--- config.mk ---
export PLATFORM = sky130hd
export DESIGN_NAME = analog_shared_and_open_drain_ports
export DESIGN_NICKNAME = d
export VERILOG_FILES = /design/src/verilog/gpio_pkg.sv /design/src/verilog/general_port.sv /design/src/verilog/analog_shared_and_open_drain_ports.sv
export VERILOG_INCLUDE_DIRS = /design/src /design/src/verilog
export SDC_FILE = /design/constraint.sdc
export NUM_CORES = 1
export LEC_CHECK = 0
export CAP_MARGIN = 15
export CORE_ASPECT_RATIO = 0.9
export CORE_UTILIZATION = 62
export CTS_CLUSTER_SIZE = 16
export DETAILED_ROUTE_END_ITERATION = 12
export DONT_BUFFER_PORTS = 1
export PLACE_DENSITY = 0.8
export SLEW_MARGIN = 20
export SYNTH_ARGS = -nofsm -noshare
export SYNTH_HDL_FRONTEND = slang
export SYNTH_SLANG_ARGS = --single-unit
export TNS_END_PERCENT = 10
--- constraint.sdc ---
create_clock -name CORE_CLK -period 8.6 [get_ports CORE_CLK]
set_input_delay 0.43 -clock CORE_CLK [delete_from_list [all_inputs] [get_ports CORE_CLK]]
set_output_delay 0.43 -clock CORE_CLK [all_outputs]
set_load 0.005 [all_outputs]
--- src/verilog/gpio_cfg.svh ---
// Register map, field positions, reset values and bus codes of the port block
`ifndef GPIO_CFG_SVH
`define GPIO_CFG_SVH

// ********************************************************
// Register indices (byte address is four times the index)
// ********************************************************
`define AP_LATCH_IDX 14'h0007
`define AP_DIR_IDX 14'h1f8d
`define CONV_CTRL_IDX 14'h1f90
`define GEN_BASE_IDX 14'h1fa0
`define GEN_SPAN 14'h0014

// ********************************************************
// Fields of a general port register group
// ********************************************************
`define FIELD_DATA 2'h0
`define FIELD_DIR 2'h1
`define FIELD_DRIVE 2'h2
`define FIELD_RMW 2'h3

// ********************************************************
// Converter control fields
// ********************************************************
`define CONV_DISABLE_BIT 7
`define CONV_CHAN_HI 3
`define CONV_CHAN_LO 0
// Analog port bit shared with the debug output
`define DEBUG_BIT 7

// ********************************************************
// Reset values
// ********************************************************
`define AP_RESET 8'h00
`define GEN_RESET 8'h00
`define DISABLE_RESET 1'b1
`define CHAN_RESET 4'h0

// ********************************************************
// Bus codes
// ********************************************************
`define RESP_OKAY 2'h0
`define RESP_SLVERR 2'h2
`define WORD_ZERO 32'h0000_0000
`define LANE_ALIGN 2'h0

`endif

--- src/verilog/gpio_pkg.sv ---
// Types shared by the port block files
package gpio_pkg;

  // ********************************************************
  // Address decode result
  // ********************************************************
  typedef enum logic [2:0] {
    SEL_NONE = 3'h0,
    SEL_AP_LATCH = 3'h1,
    SEL_AP_DIR = 3'h3,
    SEL_CONV = 3'h2,
    SEL_GEN = 3'h6
  } sel_t;

  typedef struct packed {
    sel_t sel;
    logic [2:0] port;
    logic [1:0] field;
  } dec_t;

  // ********************************************************
  // Write strobe carried to one general port
  // ********************************************************
  typedef struct packed {
    logic en;
    logic [1:0] field;
    logic [7:0] data;
  } port_wr_t;

  // ********************************************************
  // Whole state of the top module
  // ********************************************************
  typedef struct packed {
    logic awready;
    logic wready;
    logic arready;
    logic aw_held;
    logic [15:0] aw_addr;
    logic w_held;
    logic [31:0] w_data;
    logic [3:0] w_strb;
    logic bvalid;
    logic [1:0] bresp;
    logic rvalid;
    logic [31:0] rdata;
    logic [1:0] rresp;
    logic [7:0] ap_latch;
    logic [7:0] ap_dir;
    logic analog_input_disable;
    logic [3:0] chan;
    logic [7:0] ap_out;
    logic [7:0] ap_oe;
  } top_state_t;

endpackage : gpio_pkg

--- src/verilog/general_port.sv ---
// One general port with direction, output latch and drive-type selection
`timescale 1ns/10ps
`include "gpio_cfg.svh"

module general_port #(
  parameter int WIDTH = 8
) (
  input wire logic clk,
  input wire logic rst_n,
  input wire gpio_pkg::port_wr_t wr,
  input wire logic [WIDTH-1:0] pin_in,
  output logic [WIDTH-1:0] pin_out,
  output logic [WIDTH-1:0] pin_oe,
  output logic [WIDTH-1:0] pin_rd,
  output logic [WIDTH-1:0] rmw_rd,
  output logic [WIDTH-1:0] dir_rd,
  output logic [WIDTH-1:0] drive_rd
);

  typedef struct packed {
    logic [WIDTH-1:0] dir;
    logic [WIDTH-1:0] latch;
    logic [WIDTH-1:0] drive;
    logic [WIDTH-1:0] out;
    logic [WIDTH-1:0] oe;
  } port_state_t;

  port_state_t state_reg;
  port_state_t state_next;

  // ********************************************************
  // Register writes and pin drive
  // ********************************************************
  always_comb begin
    state_next = state_reg;
    if (wr.en) begin
      unique case (wr.field)
        `FIELD_DATA, `FIELD_RMW: state_next.latch = wr.data[WIDTH-1:0];
        `FIELD_DIR: state_next.dir = wr.data[WIDTH-1:0];
        `FIELD_DRIVE: state_next.drive = wr.data[WIDTH-1:0];
      endcase
    end
    // Open-drain bits only ever pull low; a latched one releases the pin
    state_next.out = state_reg.latch & ~state_reg.drive;
    state_next.oe = state_reg.dir & (~state_reg.drive | ~state_reg.latch);
  end

  always_ff @(posedge clk or negedge rst_n) begin
    if (!rst_n) begin
      state_reg <= '0;
    end else begin
      state_reg <= state_next;
    end
  end

  assign pin_out = state_reg.out;
  assign pin_oe = state_reg.oe;
  assign pin_rd = pin_in;
  assign rmw_rd = (state_reg.drive & state_reg.latch) | (~state_reg.drive & pin_in);
  assign dir_rd = state_reg.dir;
  assign drive_rd = state_reg.drive;

endmodule : general_port

--- src/verilog/analog_shared_and_open_drain_ports.sv ---
// Analog-shared port, four byte-wide and one nibble general port behind AXI4-Lite
// Contract
// - Reset clears the analog port direction and latch and sets analog-input-disable.
// - An analog port bit with direction 0 and latch 1 is a digital input that reads the pin.
// - With analog use disabled, a bit with direction 0 and latch 0 reads 0.
// - With analog use enabled, a bit with direction 0 and latch 0 is analog input and reads 0.
// - A bit with direction 1 drives its pin from its latch; bit 7 drives its latch ANDed with the debug output.
// - Four 8-bit and one 4-bit general port each have direction bits, 0 input, 1 output.
// - Reset clears every general port direction and latch, leaving all pins inputs.
// - Each general port has drive-type bits, reset to 0 for tri-state, 1 for open-drain.
// - The read-modify-write read returns latch for open-drain bits, other reads the pins.
//
// The implementer's own choice: the AXI4-Lite slave port.
`timescale 1ns/10ps
`include "gpio_cfg.svh"

module analog_shared_and_open_drain_ports #(
  parameter int WIDE_WIDTH = 8,
  parameter int NIBBLE_WIDTH = 4,
  parameter int WIDE_PORTS = 4
) (
  input wire logic CORE_CLK,
  input wire logic RESET_N,
  input wire logic S_AXI_AWVALID,
  output logic S_AXI_AWREADY,
  input wire logic [15:0] S_AXI_AWADDR,
  input wire logic [2:0] S_AXI_AWPROT,
  input wire logic S_AXI_WVALID,
  output logic S_AXI_WREADY,
  input wire logic [31:0] S_AXI_WDATA,
  input wire logic [3:0] S_AXI_WSTRB,
  output logic S_AXI_BVALID,
  input wire logic S_AXI_BREADY,
  output logic [1:0] S_AXI_BRESP,
  input wire logic S_AXI_ARVALID,
  output logic S_AXI_ARREADY,
  input wire logic [15:0] S_AXI_ARADDR,
  input wire logic [2:0] S_AXI_ARPROT,
  output logic S_AXI_RVALID,
  input wire logic S_AXI_RREADY,
  output logic [31:0] S_AXI_RDATA,
  output logic [1:0] S_AXI_RRESP,
  input wire logic [7:0] ANALOG_PIN_IN,
  output logic [7:0] ANALOG_PIN_OUT,
  output logic [7:0] ANALOG_PIN_OE,
  input wire logic DEBUG_OUTPUT_TWO,
  output logic ANALOG_INPUT_DISABLE,
  output logic [3:0] ANALOG_CHANNEL_SELECT,
  input wire logic [WIDE_PORTS*WIDE_WIDTH+NIBBLE_WIDTH-1:0] GEN_PIN_IN,
  output logic [WIDE_PORTS*WIDE_WIDTH+NIBBLE_WIDTH-1:0] GEN_PIN_OUT,
  output logic [WIDE_PORTS*WIDE_WIDTH+NIBBLE_WIDTH-1:0] GEN_PIN_OE
);

  localparam int NUM_PORTS = WIDE_PORTS + 1;

  gpio_pkg::top_state_t state_reg;
  gpio_pkg::top_state_t state_next;

  gpio_pkg::port_wr_t port_wr[NUM_PORTS];
  logic [7:0] g_pin[NUM_PORTS];
  logic [7:0] g_rmw[NUM_PORTS];
  logic [7:0] g_dir[NUM_PORTS];
  logic [7:0] g_drive[NUM_PORTS];

  gpio_pkg::dec_t wr_dec;
  gpio_pkg::dec_t rd_dec;
  logic wr_commit;
  logic wr_fire;

  // ********************************************************
  // Address decode, shared by the read and write paths
  // ********************************************************
  function automatic gpio_pkg::dec_t decode(input logic [15:0] addr);
    logic [13:0] idx;
    logic [13:0] rel;
    decode.sel = gpio_pkg::SEL_NONE;
    decode.port = 3'h0;
    decode.field = 2'h0;
    idx = addr[15:2];
    rel = idx - `GEN_BASE_IDX;
    // Unaligned addresses decode to nothing and so answer with an error
    if (addr[1:0] == `LANE_ALIGN) begin
      if (idx == `AP_LATCH_IDX) begin
        decode.sel = gpio_pkg::SEL_AP_LATCH;
      end else if (idx == `AP_DIR_IDX) begin
        decode.sel = gpio_pkg::SEL_AP_DIR;
      end else if (idx == `CONV_CTRL_IDX) begin
        decode.sel = gpio_pkg::SEL_CONV;
      end else if (idx >= `GEN_BASE_IDX && rel < `GEN_SPAN) begin
        decode.sel = gpio_pkg::SEL_GEN;
        decode.port = rel[4:2];
        decode.field = rel[1:0];
      end
    end
  endfunction : decode

  // ********************************************************
  // Response code, shared by the read and write paths
  // ********************************************************
  function automatic logic [1:0] resp_code(input gpio_pkg::sel_t sel);
    resp_code = `RESP_OKAY;
    if (sel == gpio_pkg::SEL_NONE) begin
      resp_code = `RESP_SLVERR;
    end
  endfunction : resp_code

  // ********************************************************
  // Analog-shared port read view
  // ********************************************************
  // Input bits with a cleared latch read 0 whether the converter uses them
  // or not, so a read never leaks the level of a pin given to analog use
  function automatic logic [7:0] analog_view(input logic [7:0] dir, input logic [7:0] latch,
                                             input logic [7:0] pin);
    analog_view = (dir | latch) & pin;
  endfunction : analog_view

  // ********************************************************
  // General port read view by register field
  // ********************************************************
  function automatic logic [7:0] port_view(input logic [1:0] field, input logic [7:0] pin,
                                           input logic [7:0] dir, input logic [7:0] drive,
                                           input logic [7:0] rmw);
    port_view = pin;
    unique case (field)
      `FIELD_DATA: port_view = pin;
      `FIELD_DIR: port_view = dir;
      `FIELD_DRIVE: port_view = drive;
      `FIELD_RMW: port_view = rmw;
    endcase
  endfunction : port_view

  // ********************************************************
  // General ports
  // ********************************************************
  // Port k owns pin bits from 8k upward; the nibble port takes the top four
  genvar k;
  generate
    for (k = 0; k < NUM_PORTS; k++) begin : g_port
      localparam int W = (k < WIDE_PORTS) ? WIDE_WIDTH : NIBBLE_WIDTH;
      localparam int LO = k * WIDE_WIDTH;
      logic [W-1:0] pin_rd;
      logic [W-1:0] rmw_rd;
      logic [W-1:0] dir_rd;
      logic [W-1:0] drive_rd;

      always_comb begin
        port_wr[k].en = wr_fire && wr_dec.sel == gpio_pkg::SEL_GEN
                        && wr_dec.port == 3'(k);
        port_wr[k].field = wr_dec.field;
        // A narrow port keeps only the low bits of the written byte
        port_wr[k].data = state_reg.w_data[7:0];
      end

      general_port #(
        .WIDTH(W)
      ) u_port (
        .clk(CORE_CLK),
        .rst_n(RESET_N),
        .wr(port_wr[k]),
        .pin_in(GEN_PIN_IN[LO+W-1:LO]),
        .pin_out(GEN_PIN_OUT[LO+W-1:LO]),
        .pin_oe(GEN_PIN_OE[LO+W-1:LO]),
        .pin_rd(pin_rd),
        .rmw_rd(rmw_rd),
        .dir_rd(dir_rd),
        .drive_rd(drive_rd)
      );

      // Narrow port reads zero in the upper bits
      assign g_pin[k] = 8'(pin_rd);
      assign g_rmw[k] = 8'(rmw_rd);
      assign g_dir[k] = 8'(dir_rd);
      assign g_drive[k] = 8'(drive_rd);
    end
  endgenerate

  // ********************************************************
  // Bus slave and analog-shared port
  // ********************************************************
  assign wr_dec = decode(state_reg.aw_addr);
  assign rd_dec = decode(S_AXI_ARADDR);
  // A write commits once both halves are held and the last response has gone
  assign wr_commit = state_reg.aw_held && state_reg.w_held && !state_reg.bvalid;
  // Only the low byte lane carries register data
  assign wr_fire = wr_commit && state_reg.w_strb[0];

  always_comb begin
    state_next = state_reg;

    // ********************************************************
    // Write channels
    // ********************************************************
    // Write address and data are taken independently, in either order
    if (S_AXI_AWVALID && state_reg.awready) begin
      state_next.aw_held = 1'b1;
      state_next.aw_addr = S_AXI_AWADDR;
    end
    if (S_AXI_WVALID && state_reg.wready) begin
      state_next.w_held = 1'b1;
      state_next.w_data = S_AXI_WDATA;
      state_next.w_strb = S_AXI_WSTRB;
    end
    if (state_reg.bvalid && S_AXI_BREADY) begin
      state_next.bvalid = 1'b0;
    end

    if (wr_commit) begin
      state_next.aw_held = 1'b0;
      state_next.w_held = 1'b0;
      state_next.bvalid = 1'b1;
      state_next.bresp = resp_code(wr_dec.sel);
      if (wr_fire) begin
        unique case (wr_dec.sel)
          gpio_pkg::SEL_AP_LATCH: state_next.ap_latch = state_reg.w_data[7:0];
          gpio_pkg::SEL_AP_DIR: state_next.ap_dir = state_reg.w_data[7:0];
          gpio_pkg::SEL_CONV: begin
            state_next.analog_input_disable = state_reg.w_data[`CONV_DISABLE_BIT];
            state_next.chan = state_reg.w_data[`CONV_CHAN_HI:`CONV_CHAN_LO];
          end
          gpio_pkg::SEL_GEN, gpio_pkg::SEL_NONE: begin
          end
        endcase
      end
    end

    // ********************************************************
    // Read channels
    // ********************************************************
    // One read is outstanding at a time
    if (state_reg.rvalid && S_AXI_RREADY) begin
      state_next.rvalid = 1'b0;
    end
    if (S_AXI_ARVALID && state_reg.arready) begin
      state_next.rvalid = 1'b1;
      state_next.rresp = resp_code(rd_dec.sel);
      state_next.rdata = `WORD_ZERO;
      unique case (rd_dec.sel)
        gpio_pkg::SEL_AP_LATCH: state_next.rdata[7:0] =
            analog_view(state_reg.ap_dir, state_reg.ap_latch, ANALOG_PIN_IN);
        gpio_pkg::SEL_AP_DIR: state_next.rdata[7:0] = state_reg.ap_dir;
        gpio_pkg::SEL_CONV: begin
          state_next.rdata[`CONV_DISABLE_BIT] = state_reg.analog_input_disable;
          state_next.rdata[`CONV_CHAN_HI:`CONV_CHAN_LO] = state_reg.chan;
        end
        gpio_pkg::SEL_GEN: state_next.rdata[7:0] = port_view(rd_dec.field, g_pin[rd_dec.port],
            g_dir[rd_dec.port], g_drive[rd_dec.port], g_rmw[rd_dec.port]);
        gpio_pkg::SEL_NONE: state_next.rdata = `WORD_ZERO;
      endcase
    end

    // Readiness follows the next state, so a channel frees on the same edge
    // as its response leaves and back-to-back transfers lose no cycle
    state_next.awready = !state_next.aw_held && !state_next.bvalid;
    state_next.wready = !state_next.w_held && !state_next.bvalid;
    state_next.arready = !state_next.rvalid;

    // ********************************************************
    // Analog port pin drive
    // ********************************************************
    // Output enable follows the direction and the value the latch; bit 7 also carries the debug output,
    // which only shows while its latch bit holds 1
    state_next.ap_oe = state_reg.ap_dir;
    state_next.ap_out = state_reg.ap_latch;
    state_next.ap_out[`DEBUG_BIT] = state_reg.ap_latch[`DEBUG_BIT] & DEBUG_OUTPUT_TWO;
  end

  // Channels leave reset ready, so the first request is taken at once
  always_ff @(posedge CORE_CLK or negedge RESET_N) begin
    if (!RESET_N) begin
      state_reg <= '0;
      state_reg.awready <= 1'b1;
      state_reg.wready <= 1'b1;
      state_reg.arready <= 1'b1;
      state_reg.ap_latch <= `AP_RESET;
      state_reg.ap_dir <= `AP_RESET;
      state_reg.analog_input_disable <= `DISABLE_RESET;
      state_reg.chan <= `CHAN_RESET;
    end else begin
      state_reg <= state_next;
    end
  end

  // ********************************************************
  // Outputs, all straight from the state register
  // ********************************************************
  assign S_AXI_AWREADY = state_reg.awready;
  assign S_AXI_WREADY = state_reg.wready;
  assign S_AXI_BVALID = state_reg.bvalid;
  assign S_AXI_BRESP = state_reg.bresp;
  assign S_AXI_ARREADY = state_reg.arready;
  assign S_AXI_RVALID = state_reg.rvalid;
  assign S_AXI_RDATA = state_reg.rdata;
  assign S_AXI_RRESP = state_reg.rresp;
  assign ANALOG_PIN_OUT = state_reg.ap_out;
  assign ANALOG_PIN_OE = state_reg.ap_oe;
  assign ANALOG_INPUT_DISABLE = state_reg.analog_input_disable;
  assign ANALOG_CHANNEL_SELECT = state_reg.chan;

endmodule : analog_shared_and_open_drain_ports

### Yosys cells after proc, flatten, opt, wreduce, memory -nomap -nowiden

Index checks and enable logic that the tools add are counted.

| operators by class | value |
|---|---|
| $lt $le $gt $ge | 5 |
| add/subtract/negate cells | 2 |
| shifts and indexed selects | 0 |
| muxes and demuxes | 42 |
| eq/ne operators | 24 |
| bitwise operators | 44 |
| reductions and logical operators | 49 |
| multipliers | 0 |
| divide/modulo/power cells | 0 |

Operator list:

| cell | count |
|---|---|
| $and A8 B8 Y8 | 17 |
| $bmux W8 S3 | 4 |
| $mux W8 | 12 |
| $or A8 B8 Y8 | 9 |
| $not A8 Y8 | 8 |
| $eq A14 B13 Y1 const B | 4 |
| $mux W37 | 1 |
| $mux W35 | 1 |
| $pmux W8 S4 | 1 |
| $mux W5 | 6 |
| $reduce_and A2 Y1 | 15 |
| $eq A14 B3 Y1 const B | 2 |
| $ge A14 B13 Y1 const B | 2 |
| $lt A14 B5 Y1 const B | 2 |
| $sub A14 B13 Y14 const B | 2 |
| $mux W3 | 7 |
| $pmux W4 S5 | 1 |
| $eq A3 B2 Y1 const B | 6 |
| $logic_and A1 B1 Y1 | 18 |
| $mux W17 | 1 |
| $and A4 B4 Y4 | 4 |
| $eq A3 B1 Y1 const B | 3 |
| $eq A3 B3 Y1 const B | 3 |
| $logic_not A3 Y1 | 3 |
| other kinds (15) | 34 |

| word-level totals | value |
|---|---|
| output and inout port bits | 134 |
| memories | 0 |
| word-level logic and storage cells | 210 |
| bits in registers | 288 |
| RAM bits | 0 |
| bits in latches | 0 |
| input bits | 126 |
| ROM bits | 0 |

### Depth between registers and ports, before layout

| depth | value |
|---|---|
| depth in word-level cells | 16 |
| gate-level depth with buffers | 14 |
| depth with buffers taken out | 13 |

### Modules after synthesis

From an unflattened synthesis, not the netlist that was laid out.

| second synthesis, totals | value |
|---|---|
| cells, all modules | 1153 |
| area total of the unflattened synthesis | 13675.6 sq um |

Modules (own cells, without submodules):

| module | sequential area each (sq um) | cells an instance | area an instance (sq um) | times used |
|---|---|---|---|---|
| general_port (g_port[0].u_port ...) | 1001.0 | 135 | 1823.0 | 4 |
| analog_shared_and_open_drain_ports | 1981.9 | 542 | 5454.0 | 1 |
| general_port (g_port[4].u_port) | 500.5 | 71 | 929.6 | 1 |

### Worst setup path before layout

No wires, ideal clock.

| path | value |
|---|---|
| kind | reg-to-reg |
| start | reg state_reg[121] (netlist name) |
| end | reg g_port[0].u_port.state_reg[24] (netlist name) |
| data required time | 8.475 ns |
| setup time | 0.125 ns |
| period minus slack after synthesis | 2.967 ns |
| setup slack | 5.633 ns |
| stages on the path, launching flop included | 12 |
| buffers on the path | 1 |
| data arrival time | 2.842 ns |
| cell sequence | dfrtp_1 -> buf_6 -> or4b_1 -> nor4_1 -> nor3_1 -> o2111ai_2 -> inv_1 -> and2_1 -> ha_1 -> nand2_4 -> nor3_4 -> mux2_2 |

| between the ends | value |
|---|---|
| word-level cells in the longest chain between the ends | 12 |
| elaborated cells between the ends (all ways) | 23 |
| classes of those cells | add/sub (1); order compare (2); eq/ne (5); mux (8); reduce/logical (7) |

RTL lines:

| what | RTL line | text |
|---|---|---|
| from (decl) | analog_shared_and_open_drain_ports.sv:56 | `gpio_pkg::top_state_t state_reg;` |
| from (signal assigned) | analog_shared_and_open_drain_ports.sv:279 | `state_reg <= state_next;` |
| $sub A14 B13 Y14 (no line) | -- |  |
| $lt A14 B5 Y1 (no line) | -- |  |
| $logic_and A1 B1 Y1 (no line) | -- |  |
| $mux W8 | analog_shared_and_open_drain_ports.sv:89 | `` end else if (idx >= `GEN_BASE_IDX && rel < `GEN_SPAN) begin `` |
| $mux W3 | analog_shared_and_open_drain_ports.sv:87 | `` end else if (idx == `CONV_CTRL_IDX) begin `` |
| $mux W3 | analog_shared_and_open_drain_ports.sv:85 | `` end else if (idx == `AP_DIR_IDX) begin `` |
| $mux W3 | analog_shared_and_open_drain_ports.sv:83 | `` if (idx == `AP_LATCH_IDX) begin `` |
| $mux W8 (*) | analog_shared_and_open_drain_ports.sv:82 | `` if (addr[1:0] == `LANE_ALIGN) begin `` |
| $eq A3 B3 Y1 | analog_shared_and_open_drain_ports.sv:147 | `port_wr[k].en = wr_fire && wr_dec.sel == gpio_pkg::SEL_GEN` |
| $logic_and A1 B1 Y1 | analog_shared_and_open_drain_ports.sv:147 |  |
| $logic_and A1 B1 Y1 | analog_shared_and_open_drain_ports.sv:148 | `&& wr_dec.port == 3'(k);` |
| $reduce_and A2 Y1 (no line) (*) | -- |  |
| to (signal assigned) | general_port.sv:52 | `state_reg <= state_next;` |
| to (decl) | general_port.sv:28 | `port_state_t state_reg;` |

Every way passes the cells marked *; elsewhere a longest branch is shown, timed or not.
A chain may end at the register's enable or synchronous reset.

### Final worst setup path

| path | value |
|---|---|
| start | reg state_reg[116] (netlist name) |
| end | reg g_port[0].u_port.state_reg[29] (netlist name) |

Same word-level chain as after synthesis.

==> flow_metrics.env <==
export IMPL_status="finished clean"
export IMPL_r2r_slack_ns=4.87
export IMPL_regArea_um2=6490
export IMPL_p_sw_share_pct=27.9
export IMPL_yosysSeqAreaShare_pct=49.4
export IMPL_first_global_vias=8299
export IMPL_clockBufferDepth=3
export IMPL_die_height_um=140
export IMPL_cts_made_buffers=26
export IMPL_cpPeakStageDelay_ns=0.65
export IMPL_synth_most_common_cell="dfrtp_1"
export IMPL_rsz0062_at_grt="false"
export IMPL_drc=0
export IMPL_p_sw_uw=834
export IMPL_synth_top_cell_area_share_pct=48.6
export IMPL_path_clk_slew_ns=0.07
export IMPL_die_x_um=155
export IMPL_r2r_cells=10
export IMPL_p_leak_nw=6.23
export IMPL_final_setup_worst_slack_ns=4.87
export IMPL_antenna_found_initial=0
export IMPL_p_comb_share_pct=10.4
export IMPL_hold_path_class="in -> reg"
export IMPL_min_period_ns=3.73
export IMPL_drt_total_wl_um=33000
export IMPL_max_freq_mhz=268
export IMPL_setup_viol=0
export IMPL_min_delay_start="S_AXI_RREADY"
export IMPL_start_util_pct=63.2
export IMPL_synthTopCellsByArea="dfrtp_1, mux2_2, buf_4, mux2i_1, a21boi_0"
export IMPL_maxCapViolCount=0
export IMPL_wl_per_cell_um=25.1
export IMPL_crit_chain="or4bb_1, nor4_1, nor3_1, o2111ai_2, inv_1, and2_1, ha_1, nand2_4, nor3_4, mux2_2"
export IMPL_syn_area_per_cell_um2=11.7
export IMPL_nets=1139
export IMPL_via_per_inst=6.33
export IMPL_stdcell_count=1314
export IMPL_via_count=8321
export IMPL_cp_end_kind="flip-flop"
export IMPL_cp_max_fo=11
export IMPL_post_cts_setup_buffers=0
export IMPL_start_kind="flip-flop"
export IMPL_dieArea_um2=21800
export IMPL_async_flop_share_pct=100
export IMPL_dr_first_iter_drc_count=744
export IMPL_r2r_end="g_port[0].u_port.state_reg[29]"
export IMPL_yosysWarnings=0
export IMPL_ant_nets=0
export IMPL_ys_flop_type="dfrtp_1"
export IMPL_hold_viol=0
export IMPL_holdPathStages=1
export IMPL_power_frac_seq_pct=50.2
export IMPL_synth_area_leader_cell="dfrtp_1"
export IMPL_grt_pass1_wl_um=50300
export IMPL_post_route_period_util_pct=43.4
export IMPL_ir_drop_uv=215
export IMPL_worstSetupPathType="reg -> reg"
export IMPL_grt_usage_pct=30.7
export IMPL_clk_insertion_delay_late_ns=0.53
export IMPL_n_antenna_cell=0
export IMPL_synth_cell_types=87
export IMPL_hold_path_end="S_AXI_RVALID"
export IMPL_tightestPinTransition_ns=0.911
export IMPL_power_density_nw_per_um2=223
export IMPL_area_growth_pct=2.25
export IMPL_pre_cts_ws_ns=4.93
export IMPL_reg2reg_from="state_reg[116]"
export IMPL_io_buffers=0
export IMPL_multi_input_area_um2=5540
export IMPL_required_ns=9.01
export IMPL_synth_seq_cells=259
export IMPL_drv_slew=0
export IMPL_syn_area_um2=13100
export IMPL_syn_inst=1118
export IMPL_drive_gt1_share_pct=23.9
export IMPL_htree_levels=1
export IMPL_io_pins=260
export IMPL_root_buffer="clkbuf_16"
export IMPL_final_setup_tns_ns=0
export IMPL_clkSinkCount=259
export IMPL_maxSlewHeadroom_pct=39.2
export IMPL_coreArea_um2=20800
export IMPL_crit_arrival_ns=4.15
export IMPL_gp_congestion=0.983
export IMPL_worst_clock_skew_ns=0.0173
export IMPL_slowest_stage="dfrtp_1"
export IMPL_synth_edf_count=0
export IMPL_grt_start_max_net_pins=260
export IMPL_rows=50
export IMPL_first_pass_iters=5
export IMPL_ys_top_cells_by_count="dfrtp_1, mux2_2, buf_4"
export IMPL_nFillCells=1582
export IMPL_internal_power_mw=2.16
export IMPL_grt_ovfl_total=0
export IMPL_dp_hpwl_um=22600
export IMPL_clkPwrFrac_pct=39.4
export IMPL_dp_cells=1264
export IMPL_cts_tree="done"
-- cells by family after synthesis --
family,synth area share [%]
buf+inv,9.18
flops,49.4
mux,18.9
compound gates,10.6
simple gates,11.3
fa+ha+maj,0.381
xor+xnor,0.267
other cells,0.0286
-- metrics by stage --
| step | hold WS [ns] | total power [mW] | cell area (um^2) | util (%) |
|---|---|---|---|---|
| detailed placement | 0.141 | 1.80 | 12500 | 60.0 |
| global placement | 0.143 | 1.79 | 12500 | 60.0 |
| global route | 0.0284 | 3.10 | 13400 | 64.6 |
| floorplan | 0.134 | 1.74 | 13200 | - |
| finish | 0.0390 | 2.99 | 13400 | 64.6 |
| CTS | 0.0256 | 3.00 | 13400 | 64.4 |
-- power by group through the flow --
stage          clock network, mW  logic (mW)  registers [mW]
3_3_place_gp                   0       0.272            1.51
3_5_place_dp                   0       0.283            1.52
4_1_cts                     1.19       0.310            1.50
5_1_grt                     1.24       0.342            1.52
2_1_floorplan                  0       0.352            1.38
6_report                    1.18       0.311            1.50
-- layout make-up --
cell class	instances	share of cell area (%)
Timing Repair Buffer	4	0.541
Clock inverter	8	0.951
Multi-Input combinational cell	699	41.3
Tap cell	286	2.67
Clock buffer	39	5.74
Sequential cell	259	48.3
Inverter	19	0.531
-- critical path, delay by kind of cell, from the launching register on --
family                     cells  cell delay (ns)
and+or+nand+nor                6             1.96
AOI/OAI and AO/OA              1             0.16
muxes                          1             0.41
buffers and inverters          1             0.10
adders and majority gates      1             0.33
DFF                            1             0.65
-- routing by layer --
layer  GRT usage, %  wire [um]  share of wire [%]  up-vias
li1               -          -                  -     3656
met3           9.84       3700                 11       94
met5              0          0                  0        -
met4           10.9       1230                3.7        0
met1           42.9      13800                 42     4124
met2           45.1      14300                 43      447
-- what timing repair did --
item	CTS	global route
hold buffers	1	1
resized for setup	0	0
hold endpoints to repair	259	124
setup endpoints to repair	0	0
-- how the worst max path moves through the flow --
stage | startpoint | end | slack (ns) | cells past startpoint
2_1_floorplan | state_reg[121] | g_port[0].u_port.state_reg[24] | 5.63 | 11
3_3_place_gp | state_reg[116] | g_port[0].u_port.state_reg[29] | 5.00 | 10
3_5_place_dp | state_reg[116] | g_port[0].u_port.state_reg[29] | 4.93 | 10
4_1_cts | state_reg[116] | g_port[0].u_port.state_reg[29] | 4.89 | 10
5_1_grt | state_reg[116] | g_port[0].u_port.state_reg[29] | 4.71 | 10
6_report | state_reg[116] | g_port[0].u_port.state_reg[29] | 4.87 | 10
-- layout by cell type, fill, tap and decap left out, types with 26 or more instances in the layout --
master / instances
nor2b_1: 39
mux2i_1: 61
nor2_1: 37
mux2_2: 159
conb_1: 26
clkbuf_16: 27
dfrtp_1: 255
a21oi_1: 31
nand2_1: 61
a21boi_0: 39
(Power assumes the default switching activity.)
